--- src/verilog/reset_source_pkg.sv ---
// reset cause register layout, reset values and timing counts for the reset source block
// Function
// - master reset is active while any hardware reset source is active
// - each reset source sets its own cause flag in the cause register
// - power-on clears the register except brown-out enable bit 13 and the brown-out and power-on flags, which set
// - software may write any cause flag; writing never causes a reset
// - bit 15 sets on a trap conflict reset; zero after power-on
// - bit 14 sets on illegal opcode, addressing mode or uninitialized pointer use
// - bit 13 enables brown-out, power-on one, effective only when config field is 01
// - bit 12 selects retention regulator in sleep, ignored when low-power bit is one
// - bits 11 and 10 are unimplemented and read zero
// - bit 9 sets on a configuration word mismatch reset
// - bit 8 selects fast wake-up; clear adds regulator delay to sleep wake-up
// - bit 7 sets on an external clear pin reset
// - bit 6 sets when the software reset instruction executes
// - watchdog config field 11 forces watchdog on, ignoring software enable bit
// - bit 4 sets on watchdog time-out, cleared by clear or power-save instruction
// - bit 3 sets on entry to sleep by power-save with operand zero
// - bit 2 sets on entry to idle by power-save with operand one
// - bit 1 sets on brown-out and power-on; bit 0 only on power-on
package reset_source_pkg;

    localparam int          ADDR_W            = 4;
    localparam int          DATA_W            = 16;
    localparam logic [3:0]  RESET_CAUSE_ADDR  = 4'h0;
    localparam logic [3:0]  CONFIG_VIEW_ADDR  = 4'h1;
    localparam logic [3:0]  STATE_VIEW_ADDR   = 4'h2;

    localparam int BIT_TRAP      = 15;
    localparam int BIT_ILLEGAL   = 14;
    localparam int BIT_SBOR_EN   = 13;
    localparam int BIT_RETAIN_EN = 12;
    localparam int BIT_MISMATCH  = 9;
    localparam int BIT_FAST_WAKE = 8;
    localparam int BIT_PIN       = 7;
    localparam int BIT_SW_RESET  = 6;
    localparam int BIT_SWDT_EN   = 5;
    localparam int BIT_WDT_TO    = 4;
    localparam int BIT_SLEEP     = 3;
    localparam int BIT_IDLE      = 2;
    localparam int BIT_BROWNOUT  = 1;
    localparam int BIT_POWER_ON  = 0;

    localparam logic [15:0] CAUSE_POR_VALUE   = 16'h2003;
    localparam logic [15:0] CAUSE_IMPL_MASK   = 16'hf3ff;

    localparam logic [1:0]  BOR_SOFT_CTRL     = 2'h1;
    localparam logic [1:0]  BOR_OFF           = 2'h0;
    localparam logic [1:0]  WDT_ALWAYS_ON     = 2'h3;

    localparam int          CLK_MHZ           = 25;
    localparam int          RESET_HOLD_NS     = 200;
    localparam int          REG_WAKE_DELAY_NS = 10000;
    localparam int          RESET_HOLD_CYC    = (RESET_HOLD_NS * CLK_MHZ + 999) / 1000;
    localparam int          WAKE_DELAY_CYC    = (REG_WAKE_DELAY_NS * CLK_MHZ + 999) / 1000;
    localparam int          CNT_W             = 9;

    typedef enum logic [1:0] {
        PWR_RUN       = 2'b00,
        PWR_SLEEP     = 2'b01,
        PWR_IDLE      = 2'b10,
        PWR_WAKE_WAIT = 2'b11
    } power_state_e;

endpackage

--- src/verilog/cause_if.sv ---
// bundle between the reset control logic and the cause register store
`timescale 1ns/1ps
interface cause_if;
    logic [15:0] set_bits;
    logic [15:0] clr_bits;
    logic [15:0] wr_data;
    logic        wr_en;
    logic        init;
    logic [15:0] value;

    modport ctrl  (output set_bits, output clr_bits, output wr_data, output wr_en,
                   output init, input value);
    modport store (input set_bits, input clr_bits, input wr_data, input wr_en,
                   input init, output value);
endinterface

--- src/verilog/reset_cause_reg.sv ---
// storage of the reset cause and control register with set-over-clear priority
`timescale 1ns/1ps
module reset_cause_reg
    import reset_source_pkg::*;
(
    input  wire logic clk_sys,
    input  wire logic rst,
    cause_if.store    cif
);

    logic [15:0] next_value;

    always_comb begin
        next_value = cif.wr_en ? cif.wr_data : cif.value;
        next_value = next_value & ~cif.clr_bits;
        // hardware set wins over a same-cycle software or instruction clear
        next_value = next_value | cif.set_bits;
        next_value = next_value & CAUSE_IMPL_MASK;
    end

    always_ff @(posedge clk_sys) begin
        if (rst || cif.init) begin
            cif.value <= CAUSE_POR_VALUE;
        end else begin
            cif.value <= next_value;
        end
    end

endmodule

--- src/verilog/reset_source_status.sv ---
// reset source merge, cause recording, power-save state and register port
`timescale 1ns/1ps
module reset_source_status
    import reset_source_pkg::*;
(
    input  wire logic              clk_sys,
    input  wire logic              rst,
    input  wire logic [ADDR_W-1:0] reg_addr,
    input  wire logic [DATA_W-1:0] reg_wdata,
    input  wire logic              reg_wr,
    input  wire logic              reg_rd,
    output logic      [DATA_W-1:0] reg_rdata,
    input  wire logic              power_on_event,
    input  wire logic              external_clear_pin,
    input  wire logic              reset_instruction,
    input  wire logic              watchdog_timeout,
    input  wire logic              brownout_detect,
    input  wire logic              config_mismatch,
    input  wire logic              trap_conflict,
    input  wire logic              illegal_opcode,
    input  wire logic              uninit_wreg_reset,
    input  wire logic              watchdog_clear_instruction,
    input  wire logic              power_save_instruction,
    input  wire logic              power_save_operand,
    input  wire logic              wake_event,
    input  wire logic [1:0]        brownout_config_field,
    input  wire logic              low_power_config_bit,
    input  wire logic [1:0]        watchdog_config_field,
    output logic                   master_reset_signal,
    output logic                   brownout_enable,
    output logic                   watchdog_enable,
    output logic                   core_sleeping,
    output logic                   core_idling,
    output logic                   retention_active,
    output logic                   regulator_standby,
    output logic                   wake_done
);

    localparam logic [CNT_W-1:0] HOLD_LOAD = CNT_W'(RESET_HOLD_CYC);
    localparam logic [CNT_W-1:0] WAKE_LOAD = CNT_W'(WAKE_DELAY_CYC);

    cause_if cif ();

    reset_cause_reg u_cause (
        .clk_sys (clk_sys),
        .rst     (rst),
        .cif     (cif)
    );

    logic [15:0]      cause;
    logic             bor_effective;
    logic             wdt_effective;
    logic             any_source;
    logic             bor_reset;
    logic [CNT_W-1:0] hold_cnt;
    logic [CNT_W-1:0] next_hold_cnt;
    logic [CNT_W-1:0] wake_cnt;
    logic             cause_sel;
    logic             psave_sleep;
    logic             psave_idle;
    logic [15:0]      next_set;
    logic [15:0]      next_clr;
    logic [DATA_W-1:0] next_rdata;
    power_state_e     pstate;
    power_state_e     next_pstate;

    assign cause     = cif.value;
    assign cause_sel = (reg_addr == RESET_CAUSE_ADDR);

    // brown-out enable follows soft bit only in soft-control mode
    always_comb begin
        if (brownout_config_field == BOR_SOFT_CTRL) begin
            bor_effective = cause[BIT_SBOR_EN];
        end else if (brownout_config_field == BOR_OFF) begin
            bor_effective = 1'b0;
        end else begin
            bor_effective = 1'b1;
        end
    end

    assign wdt_effective = (watchdog_config_field == WDT_ALWAYS_ON) || cause[BIT_SWDT_EN];

    assign bor_reset = brownout_detect && bor_effective;

    // only hardware sources take part, never register writes
    assign any_source = power_on_event || external_clear_pin || reset_instruction ||
                        watchdog_timeout || bor_reset || config_mismatch ||
                        trap_conflict || illegal_opcode || uninit_wreg_reset;

    assign psave_sleep = power_save_instruction && !power_save_operand && !master_reset_signal;
    assign psave_idle  = power_save_instruction && power_save_operand && !master_reset_signal;

    // each source marks its own flag
    always_comb begin
        next_set = 16'h0000;
        next_set[BIT_TRAP]     = trap_conflict;
        next_set[BIT_ILLEGAL]  = illegal_opcode || uninit_wreg_reset;
        next_set[BIT_MISMATCH] = config_mismatch;
        next_set[BIT_PIN]      = external_clear_pin;
        next_set[BIT_SW_RESET] = reset_instruction;
        next_set[BIT_WDT_TO]   = watchdog_timeout;
        next_set[BIT_SLEEP]    = psave_sleep;
        next_set[BIT_IDLE]     = psave_idle;
        // brown-out flag set by brown-out reset
        next_set[BIT_BROWNOUT] = bor_reset;
    end

    // time-out flag cleared by clear or power-save instruction
    always_comb begin
        next_clr = 16'h0000;
        next_clr[BIT_WDT_TO] = watchdog_clear_instruction || power_save_instruction;
    end

    assign cif.wr_en    = reg_wr && cause_sel;
    assign cif.wr_data  = reg_wdata;
    assign cif.set_bits = next_set;
    assign cif.clr_bits = next_clr;
    // power-on event reinitialises, setting both low flags
    assign cif.init     = power_on_event;

    // hold the master reset a few cycles past the last source so short pulses still reset
    always_comb begin
        if (any_source) begin
            next_hold_cnt = HOLD_LOAD;
        end else if (hold_cnt != '0) begin
            next_hold_cnt = hold_cnt - CNT_W'(1);
        end else begin
            next_hold_cnt = '0;
        end
    end

    always_ff @(posedge clk_sys) begin
        if (rst) begin
            hold_cnt <= HOLD_LOAD;
        end else begin
            hold_cnt <= next_hold_cnt;
        end
    end

    always_ff @(posedge clk_sys) begin
        if (rst) begin
            master_reset_signal <= 1'b1;
        end else begin
            master_reset_signal <= any_source || (hold_cnt > CNT_W'(1));
        end
    end

    // power-save state; a master reset always returns the core to run
    always_comb begin
        next_pstate = pstate;
        unique case (pstate)
            PWR_RUN: begin
                if (psave_sleep) begin
                    next_pstate = PWR_SLEEP;
                end else if (psave_idle) begin
                    next_pstate = PWR_IDLE;
                end
            end
            PWR_SLEEP: begin
                if (wake_event) begin
                    // slow wake waits for the regulator
                    next_pstate = cause[BIT_FAST_WAKE] ? PWR_RUN : PWR_WAKE_WAIT;
                end
            end
            PWR_IDLE: begin
                if (wake_event) begin
                    next_pstate = PWR_RUN;
                end
            end
            PWR_WAKE_WAIT: begin
                if (wake_cnt == CNT_W'(1)) begin
                    next_pstate = PWR_RUN;
                end
            end
        endcase
        if (master_reset_signal) begin
            next_pstate = PWR_RUN;
        end
    end

    always_ff @(posedge clk_sys) begin
        if (rst) begin
            pstate <= PWR_RUN;
        end else begin
            pstate <= next_pstate;
        end
    end

    always_ff @(posedge clk_sys) begin
        if (rst) begin
            wake_cnt <= '0;
        end else if (pstate == PWR_SLEEP && next_pstate == PWR_WAKE_WAIT) begin
            wake_cnt <= WAKE_LOAD;
        end else if (pstate == PWR_WAKE_WAIT && wake_cnt != '0) begin
            wake_cnt <= wake_cnt - CNT_W'(1);
        end else begin
            wake_cnt <= '0;
        end
    end

    always_ff @(posedge clk_sys) begin
        if (rst) begin
            wake_done <= 1'b0;
        end else begin
            wake_done <= (pstate != PWR_RUN) && (next_pstate == PWR_RUN) &&
                         !master_reset_signal;
        end
    end

    always_ff @(posedge clk_sys) begin
        if (rst) begin
            core_sleeping <= 1'b0;
            core_idling   <= 1'b0;
        end else begin
            core_sleeping <= (next_pstate == PWR_SLEEP) || (next_pstate == PWR_WAKE_WAIT);
            core_idling   <= (next_pstate == PWR_IDLE);
        end
    end

    // retention only when low-power config bit is programmed low
    always_ff @(posedge clk_sys) begin
        if (rst) begin
            retention_active <= 1'b0;
        end else begin
            retention_active <= (next_pstate == PWR_SLEEP) && cause[BIT_RETAIN_EN] &&
                                !low_power_config_bit;
        end
    end

    // slow wake parks the main regulator in standby during sleep
    always_ff @(posedge clk_sys) begin
        if (rst) begin
            regulator_standby <= 1'b0;
        end else begin
            regulator_standby <= (next_pstate == PWR_SLEEP) && !cause[BIT_FAST_WAKE];
        end
    end

    always_ff @(posedge clk_sys) begin
        if (rst) begin
            brownout_enable <= 1'b0;
            watchdog_enable <= 1'b0;
        end else begin
            brownout_enable <= bor_effective;
            watchdog_enable <= wdt_effective;
        end
    end

    // read views: cause register, config fields, power state
    always_comb begin
        next_rdata = '0;
        if (reg_rd) begin
            unique case (reg_addr)
                RESET_CAUSE_ADDR: begin
                    // reserved bits already held at zero
                    next_rdata = cause;
                end
                CONFIG_VIEW_ADDR: begin
                    next_rdata = {10'h000, low_power_config_bit, watchdog_config_field,
                                  brownout_config_field, wdt_effective};
                end
                STATE_VIEW_ADDR: begin
                    next_rdata = {11'h000, master_reset_signal, bor_effective,
                                  wdt_effective, pstate};
                end
                default: begin
                    next_rdata = '0;
                end
            endcase
        end
    end

    // read data stand only in the cycle after the strobe
    always_ff @(posedge clk_sys) begin
        if (rst) begin
            reg_rdata <= '0;
        end else begin
            reg_rdata <= next_rdata;
        end
    end

endmodule
--- config.mk ---
export PLATFORM = sky130hd
export DESIGN_NAME = reset_source_status
export DESIGN_NICKNAME = d
export VERILOG_FILES = /design/src/verilog/reset_source_pkg.sv /design/src/verilog/cause_if.sv /design/src/verilog/reset_cause_reg.sv /design/src/verilog/reset_source_status.sv
export SDC_FILE = /design/constraint.sdc
export NUM_CORES = 1
export LEC_CHECK = 0
export CAP_MARGIN = 20
export CELL_PAD_IN_SITES_DETAIL_PLACEMENT = 0
export CELL_PAD_IN_SITES_GLOBAL_PLACEMENT = 2
export CORE_MARGIN = 1.5
export CORE_UTILIZATION = 34
export CTS_CLUSTER_DIAMETER = 40
export DETAILED_ROUTE_END_ITERATION = 10
export DONT_BUFFER_PORTS = 1
export PLACE_DENSITY_LB_ADDON = 0.1
export SLEW_MARGIN = 10
export SYNTH_ARGS = -nofsm -noshare
export SYNTH_HDL_FRONTEND = slang
export SYNTH_HIERARCHICAL = 1
export SYNTH_SLANG_ARGS = --single-unit
--- constraint.sdc ---
create_clock -name clk_sys -period 1.55 [get_ports clk_sys]
set_input_delay 0.3875 -clock clk_sys [delete_from_list [all_inputs] [get_ports clk_sys]]
set_output_delay 0.3875 -clock clk_sys [all_outputs]
set_load 0.01 [all_outputs]
==> reports/results.md, run 1 <==
| Result | Value |
|:---|:---|
| Status | complete, but fails checks |
| Violations in the final reports | setup timing |
| Combinational family with the most area after synthesis | simple AND/OR/NAND/NOR gates |
| Cell area after layout | 0.00316 sq mm |
| Area Overhead vs Synth | 22.0% |
| Pwr/cell area | 944 mW/mm^2 |
| Average vias per placed instance | 4.77 |
| Met1 Resource Use GR | 19.3% |
| Ant diodes | 0 |
| DP Wirelength | 4240 um |
| Clk_skew | 7.33 ps |
| Clock buffer depth | 2 |
| Area of the die | 0.00814 sq mm |
| Leakage component of the power | 1.27 nW |
| Largest vdd supply drop | 508 uV |
| Max H-tree Level | 3 |
| Met3 Use GR | 6.01% |
| Required time worst endpoint | 1770 ps |
| Startpoint of the most critical register-to-register path | hold_cnt[4] |
| Number of sinks handled by clock tree synthesis | 58 |
| Routed length per instance | 14.5 um |
| Count leader, synth | sky130_fd_sc_hd__dfxtp_1 |
| Data arrival time at the worst-slack endpoint | 1920 ps |
| Master cell of the clock root buffer | sky130_fd_sc_hd__clkbuf_8 |
| Fmax achieved | 586 MHz |
| Element type at the critical path start | register |
| Hold Violations, Final | 0 |
| Critical Setup Path Class | reg -> reg |
| Wire length of the first global-routing pass | 9870 um |
| Worst min-delay path category | in -> reg |
| Initial cell density of the core | 35.5% |
| Post-synthesis share of cell area spent on xor and xnor gates | 4.06% |
| Crit path max fanout | 6 |
| Syn Inst Count | 257 |
| Synthesized area per cell | 10.1 sq um |
| TritonCTS clock tree | yes |
| Compound-Gate Fraction of Synth Area | 14.4% |
| Post-synthesis share of cell area spent on full adders, half adders and majority gates | 2.42% |
| Number of synthesis warnings | 6 |
| Dpl cell area | 0.00291 sq mm |
| Register clock-pin slew on the reported worst setup and hold paths | 60 ps |
| Weighted congestion at the end of routability-driven global placement | 0.793 |
| Master of the slowest instance on the critical path | sky130_fd_sc_hd__or4_4 |
| Count of input and output buffers | 0 |
| Hold Path Origin | low_power_config_bit |
| Overall die width | 90.2 um |
| CP endpoint kind | register |
| Number of global-route vias before repair | 1,937 |
| Initial detailed-routing violation count | 49 |
| Part of the Yosys area used for sequential elements | 44.9% |
| Count of nets left with antenna violations after detail routing | 0 |
| Multiplexer share of the synthesized area | 7.35% |
| Cell chain of the critical path | or4_4 -> or4_4 -> o21ai_4 -> nor2_1 |
| Met2 track demand over resource in global routing | 23.9% |
| GRT Overall Usage | 15.7% |
| Fraction of post-synthesis cell area in the top cell type by area | 44.9% |
| Number of max-slew violations in the final report | 0 |
| Max Cap Violations | 0 |
| Unrepaired setup endpoints after global routing | yes |
| Total of flip-flops plus latches after synthesis | 58 |
| Min setup slack post-route | -157 ps |
| Dominant cell type by area after synthesis | sky130_fd_sc_hd__dfxtp_1 |
| Die Ht | 90.2 um |
| First-pass detailed-route iteration total | 6 |
| Total detailed-routing wirelength | 5870 um |
| Boundary Pins | 66 |
| Vias after detailed routing | 1,927 |
| Final cycle utilization of the critical path | 110% |
| Number of different library cells in the post-synthesis netlist | 51 |
| Count of nets after finishing | 348 |
| Clock Latency Late Sink | 330 ps |
| Fraction of final layout cells sized beyond drive strength 1 | 22.6% |
| GRT Max-Usage Layer | met2 |
| Timing startpoint of the critical path | hold_cnt[4] |
| Number of antenna violations at the first check in global routing | 0 |
| Cell types with the largest area share after synthesis | sky130_fd_sc_hd__dfxtp_1, sky130_fd_sc_hd__mux2i_1, sky130_fd_sc_hd__nor2_1 |
| Overflow left after global routing | 0 |
| Final Critical Period | 1710 ps |
| Pin count of the biggest net entering global routing | 33 |
| Post-synthesis simple-gate area fraction | 22.1% |
| Final routed DRC violation total | 0 |
| Synthesized cell area | 0.00259 sq mm |
| Setup violation total in the final timing report | 8 |
| Number of buffers created by CTS | 9 |
| Count of flip-flops with a built-in enable after synthesis | 0 |
| Maximum cell stage delay along the critical path | 540 ps |
| Place WS | -162 ps |
| List of most frequent post-synthesis cells | sky130_fd_sc_hd__dfxtp_1, sky130_fd_sc_hd__nor2_1, sky130_fd_sc_hd__mux2i_1 |
| CP most frequent cell | sky130_fd_sc_hd__or4_4 |
| Core area | 0.00729 sq mm |
| Proportion of register bits with asynchronous set or reset after synthesis | 0% |
| Site Rows | 31 |
| Flip-flop cell with the highest count after synthesis | sky130_fd_sc_hd__dfxtp_1 |
==> metrics by stage <==
step	total power [mW]	std cells	TNS [ps]	util, %	hold WS (ps)
global route	3.13	404	-1530	43.3	98.1
CTS	3.03	404	-1150	42.6	101
floorplan	1.67	275	-694	-	429
detailed placement	1.67	389	-1170	39.9	448
global placement	1.67	389	-1210	39.9	438
finish	2.98	404	-1040	43.3	120
==> layer usage <==
layer | share of wire (%) | vias to the layer above | routed length [um]
met5 | 0 | - | 0
met4 | 1.9 | 0 | 112
met3 | 5.4 | 9 | 318
met2 | 46 | 38 | 2680
met1 | 47 | 886 | 2760
li1 | - | 994 | -
==> area by class of cell <==
class / count / area (sq um)
clock inverter: 3 / 40.0
sequential: 58 / 1170
clock buffer: 12 / 145
tap: 99 / 124
multi-input combinational: 198 / 1440
timing repair buffer: 27 / 215
inverter: 7 / 26.3
fill: 768 / 4140
==> critical path: cells and delay by family, from the launching register on <==
family | cells | cell delay [ps]
flip-flops | 1 | 310
AND/OR/NAND/NOR | 3 | 1070
AO/OA/AOI/OAI | 1 | 220
==> flip-flops by register name, summed over array words and instances, names as in the netlist <==
signal               cells
hold_cnt                 9
core_idling              1
watchdog_enable          1
brownout_enable          1
core_sleeping            1
reg_rdata               16
wake_cnt                 9
pstate                   2
u_cause/cif.value       14
retention_active         1
master_reset_signal      1
wake_done                1
regulator_standby        1
==> cells by family (layout without fill, tap and decap cells) <==
group,Yosys count,count (layout)
buffers and inverters,19,49
muxes,19,19
adders and majority gates,5,5
xor gates and xnor gates,12,12
other,2,20
AOI/OAI and AO/OA,44,44
DFF,58,58
and+or+nand+nor,98,98
==> timing repair <==
action                     in CTS  in global routing
setup endpoints to repair      12                 17
pin swaps                       2                  3
hold buffers                    0                  0
buffers inserted                0                  0
gates resized for setup         3                 11
==> power breakdown <==
group | total (mW) | internal, mW | switching, mW
Sequential | 1.52 | 1.51 | 0.0137
Clock | 1.34 | 0.773 | 0.570
Combinational | 0.113 | 0.0620 | 0.0508
==> final timing paths <==
path	slack (ps)	cells after the start	to
worst max register to register	-160	4	hold_cnt[5]
worst min register to register	460	1	reg_rdata[7]
worst min-delay path	120	1	retention_active
worst max-delay path	-160	4	hold_cnt[5]
==> cell usage in the layout, fill, tap and decap left out, types with 7 or more instances in the layout <==
cell	Yosys	layout
sky130_fd_sc_hd__mux2i_1	19	19
sky130_fd_sc_hd__o21ai_0	11	10
sky130_fd_sc_hd__xnor2_1	7	7
sky130_fd_sc_hd__clkbuf_8	0	10
sky130_fd_sc_hd__inv_1	7	7
sky130_fd_sc_hd__buf_4	3	26
sky130_fd_sc_hd__conb_1	2	20
sky130_fd_sc_hd__and2_1	11	10
sky130_fd_sc_hd__dfxtp_1	58	56
sky130_fd_sc_hd__nor2_1	31	31
sky130_fd_sc_hd__o41ai_2	7	7
sky130_fd_sc_hd__nor3_1	9	8
Power figures use the tool's default switching activity.
==> run 2, diff against run 1 <==
PLACE_DENSITY = 0.84   (was default)
PLACE_DENSITY_LB_ADDON = default   (was 0.1)
REMOVE_ABC_BUFFERS = 1   (was default)
==> run 2 against run 1 <==
- clock skew shrank 2.2 ps
- register-to-register slack is essentially flat
- via count rose by 1.2%
- maximum frequency increased by 0.39%
- combinational power barely moved
- worst setup slack gained 6.7 ps
- utilization is 0.086 points higher
- clock power is 12% higher
- highest routed layer unchanged
- die area unchanged
- count of clock-buffer cells in the layout increased by 2
- sequential cell count unchanged
- the run still ends with setup timing left
==> reports/results.md, run 2 (synthesis gave the netlist of run 1 again) <==
| Result | Value | vs previous |
|:---|:---|:---|
| Required time worst endpoint | 1760 ps | about the same |
| Initial cell density of the core | 35.5% | unchanged |
| Max H-tree Level | 3 | unchanged |
| Overall die width | 90.2 um | unchanged |
| Wire length on met1 | 2500 um | -9.3% |
| Number of global-route vias before repair | 1,957 | +1.0% |
| Worst r2r path cells | 4 | unchanged |
| Final routed DRC violation total | 0 | unchanged |
| Top Layer Used | met4 |  |
| Hold worst-path end | retention_active |  |
| Crit path max fanout | 6 | unchanged |
| Design Power | 3.14 mW | +5.4% |
| Weighted congestion at the end of routability-driven global placement | 0.749 | -5.5% |
| Largest register FFs | 16 | unchanged |
| Top flop regs | reg_rdata x16, u_cause/cif.value x14 |  |
| Average vias per placed instance | 4.85 | +1.7% |
| Min setup slack post-route | -151 ps | +6.67 ps |
| Leakage component of the power | 1.27 nW | +0.11% |
| Vias after detailed routing | 1,950 | +1.2% |
| Number of buffers created by CTS | 9 | unchanged |
| Setup violation total in the final timing report | 8 | unchanged |
| Hold Path Origin | low_power_config_bit |  |
| Worst hold path depth | 1 | unchanged |
| Boundary Pins | 66 | unchanged |
| Violations in the final reports | setup timing |  |
| Clk_skew | 5.15 ps | -2.18 ps |
| Place WS | -165 ps | -3.11 ps |
| Met3 Routed Length | 477 um | +50% |
| TritonCTS clock tree | yes |  |
| Leading cell type in the layout, fill and taps excluded | sky130_fd_sc_hd__dfxtp_1 |  |
| Layout Cells excl Fill | 402 | -0.50% |
| Area Overhead vs Synth | 22.2% |  |
| GRT Overall Usage | 15.3% | -0.39 points |
| Most frequent cells in the layout | sky130_fd_sc_hd__dfxtp_1, sky130_fd_sc_hd__nor2_1, sky130_fd_sc_hd__buf_4 |  |
| Number of sinks handled by clock tree synthesis | 58 | unchanged |
| Capturing point of the worst reg2reg path | hold_cnt[3] |  |
| Routed length per instance | 14.2 um | -2.0% |
| Data arrival time at the worst-slack endpoint | 1910 ps | about the same |
| Overflow left after global routing | 0 | unchanged |
| Register clock-pin slew on the reported worst setup and hold paths | 60 ps | about the same |
| Amount of wire on met2 after detailed routing | 2680 um | +0.11% |
| Worst min-delay path category | in -> reg |  |
| Unrepaired setup endpoints after global routing | yes |  |
| Area of the die | 0.00814 sq mm | unchanged |
| Clock Latency Late Sink | 330 ps | about the same |
| Largest vdd supply drop | 382 uV | -25% |
| Hold Violations, Final | 0 | unchanged |
| Count of nets left with antenna violations after detail routing | 0 | unchanged |
| DP Wirelength | 4210 um | -0.58% |
| Total detailed-routing wirelength | 5720 um | -2.5% |
| Initial detailed-routing violation count | 65 | +33% |
| Max Cap Violations | 0 | unchanged |
| Core area | 0.00729 sq mm | unchanged |
| Clock buffer depth | 2 | unchanged |
| Count of input and output buffers | 0 | unchanged |
| CP endpoint kind | register |  |
| Post-CTS Hold Fix Bufs | 0 | unchanged |
| Startpoint of the most critical register-to-register path | hold_cnt[4] |  |
| Fraction of final layout cells sized beyond drive strength 1 | 21.8% | -0.84 points |
| Wire length of the first global-routing pass | 9710 um | -1.6% |
| Count of nets after finishing | 346 | -0.57% |
| Die Ht | 90.2 um | unchanged |
| Site Rows | 31 | unchanged |
| Master cell of the clock root buffer | sky130_fd_sc_hd__clkbuf_8 |  |
| Pin count of the biggest net entering global routing | 33 | unchanged |
| Final cycle utilization of the critical path | 110% | -0.43 points |
| Pwr/cell area | 993 mW/mm^2 | +5.2% |
| Ant diodes | 0 | unchanged |
| Status | complete, but fails checks |  |
| First-pass detailed-route iteration total | 4 | -2 |
| FILL cells | 733 | -4.6% |
| Element type at the critical path start | register |  |
| Register ranked first by flip-flop count | reg_rdata |  |
| Critical Setup Path Class | reg -> reg |  |
| Worst-case register-to-register setup slack | -150 ps | about the same |
| Cell total after placement | 387 | -0.51% |
| Final Critical Period | 1700 ps | -6.67 ps |
| Fmax achieved | 588 MHz | +0.39% |
| Number of max-slew violations in the final report | 0 | unchanged |
| Number of buffers added for setup after CTS | 0 | unchanged |
| Number of antenna violations at the first check in global routing | 0 | unchanged |
## run 2: area by class of cell
type | count | area [sq um] | share of cell area (%)
Sequential cell | 58 | 1160 | 36.7
Multi-Input combinational cell | 198 | 1430 | 45.2
Timing Repair Buffer | 25 | 200 | 6.33
Inverter | 7 | 26.3 | 0.831
Clock inverter | 1 | 30.0 | 0.949
Tap cell | 99 | 124 | 3.92
Clock buffer | 14 | 193 | 6.09
## run 2: worst max-delay path, stage by stage (launching register included)
cell and delay, ps:
sky130_fd_sc_hd__dfxtp_1 310, sky130_fd_sc_hd__or4_4 530, sky130_fd_sc_hd__or4_4 450, sky130_fd_sc_hd__o21ai_4 220
sky130_fd_sc_hd__nor2_1 80
## run 2: stage by stage
step | setup TNS [ps] | area, sq um | hold WS [ps] | utilization [%]
final | -987 | 3160 | 127 | 43.4
after global routing | -1460 | 3160 | 104 | 43.4
after detailed placement | -2070 | 2890 | 439 | 39.6
after global placement | -1730 | 2890 | 434 | 39.6
after floorplan | -860 | 2560 | 429 | -
after CTS | -1160 | 3130 | 101 | 42.9
## run 2: worst max path at each step
stage	start	end	slack, ps	depth (start not counted)
after floorplan	hold_cnt[4]	hold_cnt[3]	-90	4
after global placement	hold_cnt[4]	hold_cnt[5]	-150	4
after detailed placement	hold_cnt[4]	hold_cnt[3]	-170	4
after CTS	hold_cnt[4]	hold_cnt[3]	-180	4
after global routing	hold_cnt[4]	hold_cnt[4]	-210	4
final	hold_cnt[4]	hold_cnt[3]	-150	4
## run 2: where the power goes
part           internal, mW  leakage [nW]  switching [mW]  total [mW]
Combinational        0.0612         0.682          0.0500       0.111
Sequential             1.51         0.470          0.0134        1.53
Clock                 0.953         0.115           0.551        1.50
## run 2: layer usage
layer / up-vias / GRT usage, %
met1: 902 / 17.7
li1: 991 / -
met5: - / 0
met4: 0 / 5.82
met3: 5 / 8.12
met2: 52 / 23.8
## run 2: repair_timing
action | 4_1_cts | 5_1_grt
resized for setup | 3 | 7
pin swaps | 1 | 3
setup endpoints to repair | 16 | 12
==> run 3, diff against run 2 <==
SETUP_SLACK_MARGIN = 0.5   (was default)
==> run 3 against run 2 <==
- the run still ends with setup timing left
- combinational power grew 18%
- hold slack lost 17 ps
- maximum frequency is essentially flat
- worst setup slack lost 0.54 ps
- via count grew 4.9%
- utilization grew 4.8 points
- wire length grew 7.7%
- die area is the same
- critical endpoint unchanged
- largest power group unchanged
==> reports/results.md, run 3 (synthesis gave the netlist of run 1 again) <==
| Result | Value | vs previous |
|:---|:---|:---|
| Met1 Resource Use GR | 18.9% | +1.3 points |
| Area of the die | 0.00814 sq mm | unchanged |
| Max Cap Violations | 0 | unchanged |
| Initial cell density of the core | 35.5% | unchanged |
| Leading cell type in the layout, fill and taps excluded | sky130_fd_sc_hd__buf_4 |  |
| Most frequent cells in the layout | sky130_fd_sc_hd__buf_4, sky130_fd_sc_hd__dfxtp_2, sky130_fd_sc_hd__dfxtp_1 |  |
| Core area | 0.00729 sq mm | unchanged |
| Element type at the critical path start | register |  |
| Count of nets after finishing | 358 | +3.5% |
| Overall die width | 90.2 um | unchanged |
| Top flop regs | reg_rdata x16, u_cause/cif.value x14 |  |
| Fmax achieved | 588 MHz | about the same |
| Largest vdd supply drop | 389 uV | +1.9% |
| Clk_skew | 7.17 ps | +2.02 ps |
| Wire length of the first global-routing pass | 10,400 um | +7.3% |
| First-pass detailed-route iteration total | 4 | unchanged |
| Number of max-slew violations in the final report | 0 | unchanged |
| Overflow left after global routing | 0 | unchanged |
| Critical Setup Path Class | reg -> reg |  |
| Met2 track demand over resource in global routing | 25.8% | +2.0 points |
| TritonCTS clock tree | yes |  |
| Clock Latency Late Sink | 330 ps | about the same |
| Required time worst endpoint | 1760 ps | about the same |
| Number of buffers created by CTS | 9 | unchanged |
| Design Power | 3.16 mW | +0.70% |
| Pin count of the biggest net entering global routing | 33 | unchanged |
| Multi-input gate area in the final layout | 0.00160 sq mm | +12% |
| Worst min-delay path category | in -> reg |  |
| Area used by sequential logic in the layout | 0.00121 sq mm | +4.2% |
| Total detailed-routing wirelength | 6160 um | +7.7% |
| Leakage component of the power | 1.41 nW | +11% |
| Final routed DRC violation total | 0 | unchanged |
| Count of nets left with antenna violations after detail routing | 0 | unchanged |
| DP Wirelength | 4210 um | unchanged |
| Register clock-pin slew on the reported worst setup and hold paths | 60 ps | about the same |
| Site Rows | 31 | unchanged |
| Met3 Use GR | 8.21% | +0.085 points |
| GRT Overall Usage | 16.3% | +1.0 points |
| Max H-tree Level | 3 | unchanged |
| Ant diodes | 0 | unchanged |
| Status | complete, but fails checks |  |
| Final Critical Period | 1700 ps | +0.535 ps |
| Fraction of final layout cells sized beyond drive strength 1 | 43.5% | +22 points |
| Violations in the final reports | setup timing |  |
| Die Ht | 90.2 um | unchanged |
| Post-CTS Hold Fix Bufs | 0 | unchanged |
| Count of input and output buffers | 0 | unchanged |
| Setup TNS after final layout | -986 ps | +1.09 ps |
| Vias after detailed routing | 2,045 | +4.9% |
| Register ranked first by flip-flop count | reg_rdata |  |
| Number of sinks handled by clock tree synthesis | 58 | unchanged |
| Unrepaired setup endpoints after global routing | yes |  |
| Pwr/cell area | 900 mW/mm^2 | -9.4% |
| Routed length per instance | 14.9 um | +4.6% |
| Final cycle utilization of the critical path | 110% | about the same |
| FILL cells | 694 | -5.3% |
| CP endpoint kind | register |  |
| Average vias per placed instance | 4.94 | +1.8% |
| Clock buffer depth | 2 | unchanged |
| Min setup slack post-route | -151 ps | -0.535 ps |
| Largest register FFs | 16 | unchanged |
| Number of global-route vias before repair | 2,070 | +5.8% |
| Area Overhead vs Synth | 35.9% |  |
| Weighted congestion at the end of routability-driven global placement | 0.749 | unchanged |
| Data arrival time at the worst-slack endpoint | 1910 ps | about the same |
| Master cell of the clock root buffer | sky130_fd_sc_hd__clkbuf_8 |  |
| Boundary Pins | 66 | unchanged |
| Hold Violations, Final | 0 | unchanged |
| Initial detailed-routing violation count | 58 | -11% |
| Crit path max fanout | 6 | unchanged |
| Setup violation total in the final timing report | 8 | unchanged |
| Number of antenna violations at the first check in global routing | 0 | unchanged |
| GRT Max-Usage Layer | met2 |  |
[run 3: stage by stage]
step                      hold slack, ps  setup WS, ps  util, %  std cells  area (sq um)
after detailed placement             439          -165     39.6        387          2890
final                                111          -151     48.2        414          3520
after floorplan                      429         -94.7        -        263          2560
after global placement               434          -147     39.6        387          2890
after global routing                87.4          -214     48.2        414          3520
after CTS                           89.4          -180     46.4        411          3390
[run 3: layout make-up]
type / instances / area share (%)
tap: 99 / 3.52
sequential: 58 / 34.4
multi-input combinational: 198 / 45.5
clock buffer: 14 / 5.48
clock inverter: 1 / 0.854
timing repair buffer: 37 / 9.47
inverter: 7 / 0.747
[run 3: where the power goes]
| part | switching, mW | internal [mW] |
|---|---|---|
| Sequential | 0.0145 | 1.51 |
| Combinational | 0.0549 | 0.0763 |
| Clock | 0.558 | 0.953 |
[run 3: layer usage]
metal / vias to the layer above / part of all wire, %
li1: 1010 / -
met1: 978 / 42
met2: 53 / 49
met3: 4 / 8.4
met4: 0 / 0.97
met5: - / 0
[run 3: what timing repair did]
action / in CTS / in global routing
pin swaps: 15 / 12
buffers inserted: 8 / 3
setup endpoints to repair: 53 / 57
gates cloned: 1 / 0
resized for setup: 71 / 26
[run 3: final timing paths]
path / startpoint / end / slack, ps / depth (start not counted)
min: low_power_config_bit / retention_active / 110 / 1
max: hold_cnt[4] / hold_cnt[3] / -150 / 4
max reg2reg: hold_cnt[4] / hold_cnt[3] / -150 / 4
min reg2reg: u_cause/cif.value[15] / reg_rdata[15] / 450 / 1
[run 3: worst max-delay path, cell delays in order (launching register included)]
cell and delay, ps:
sky130_fd_sc_hd__dfxtp_1 310, sky130_fd_sc_hd__or4_4 530, sky130_fd_sc_hd__or4_4 450, sky130_fd_sc_hd__o21ai_4 220
sky130_fd_sc_hd__nor2_1 80
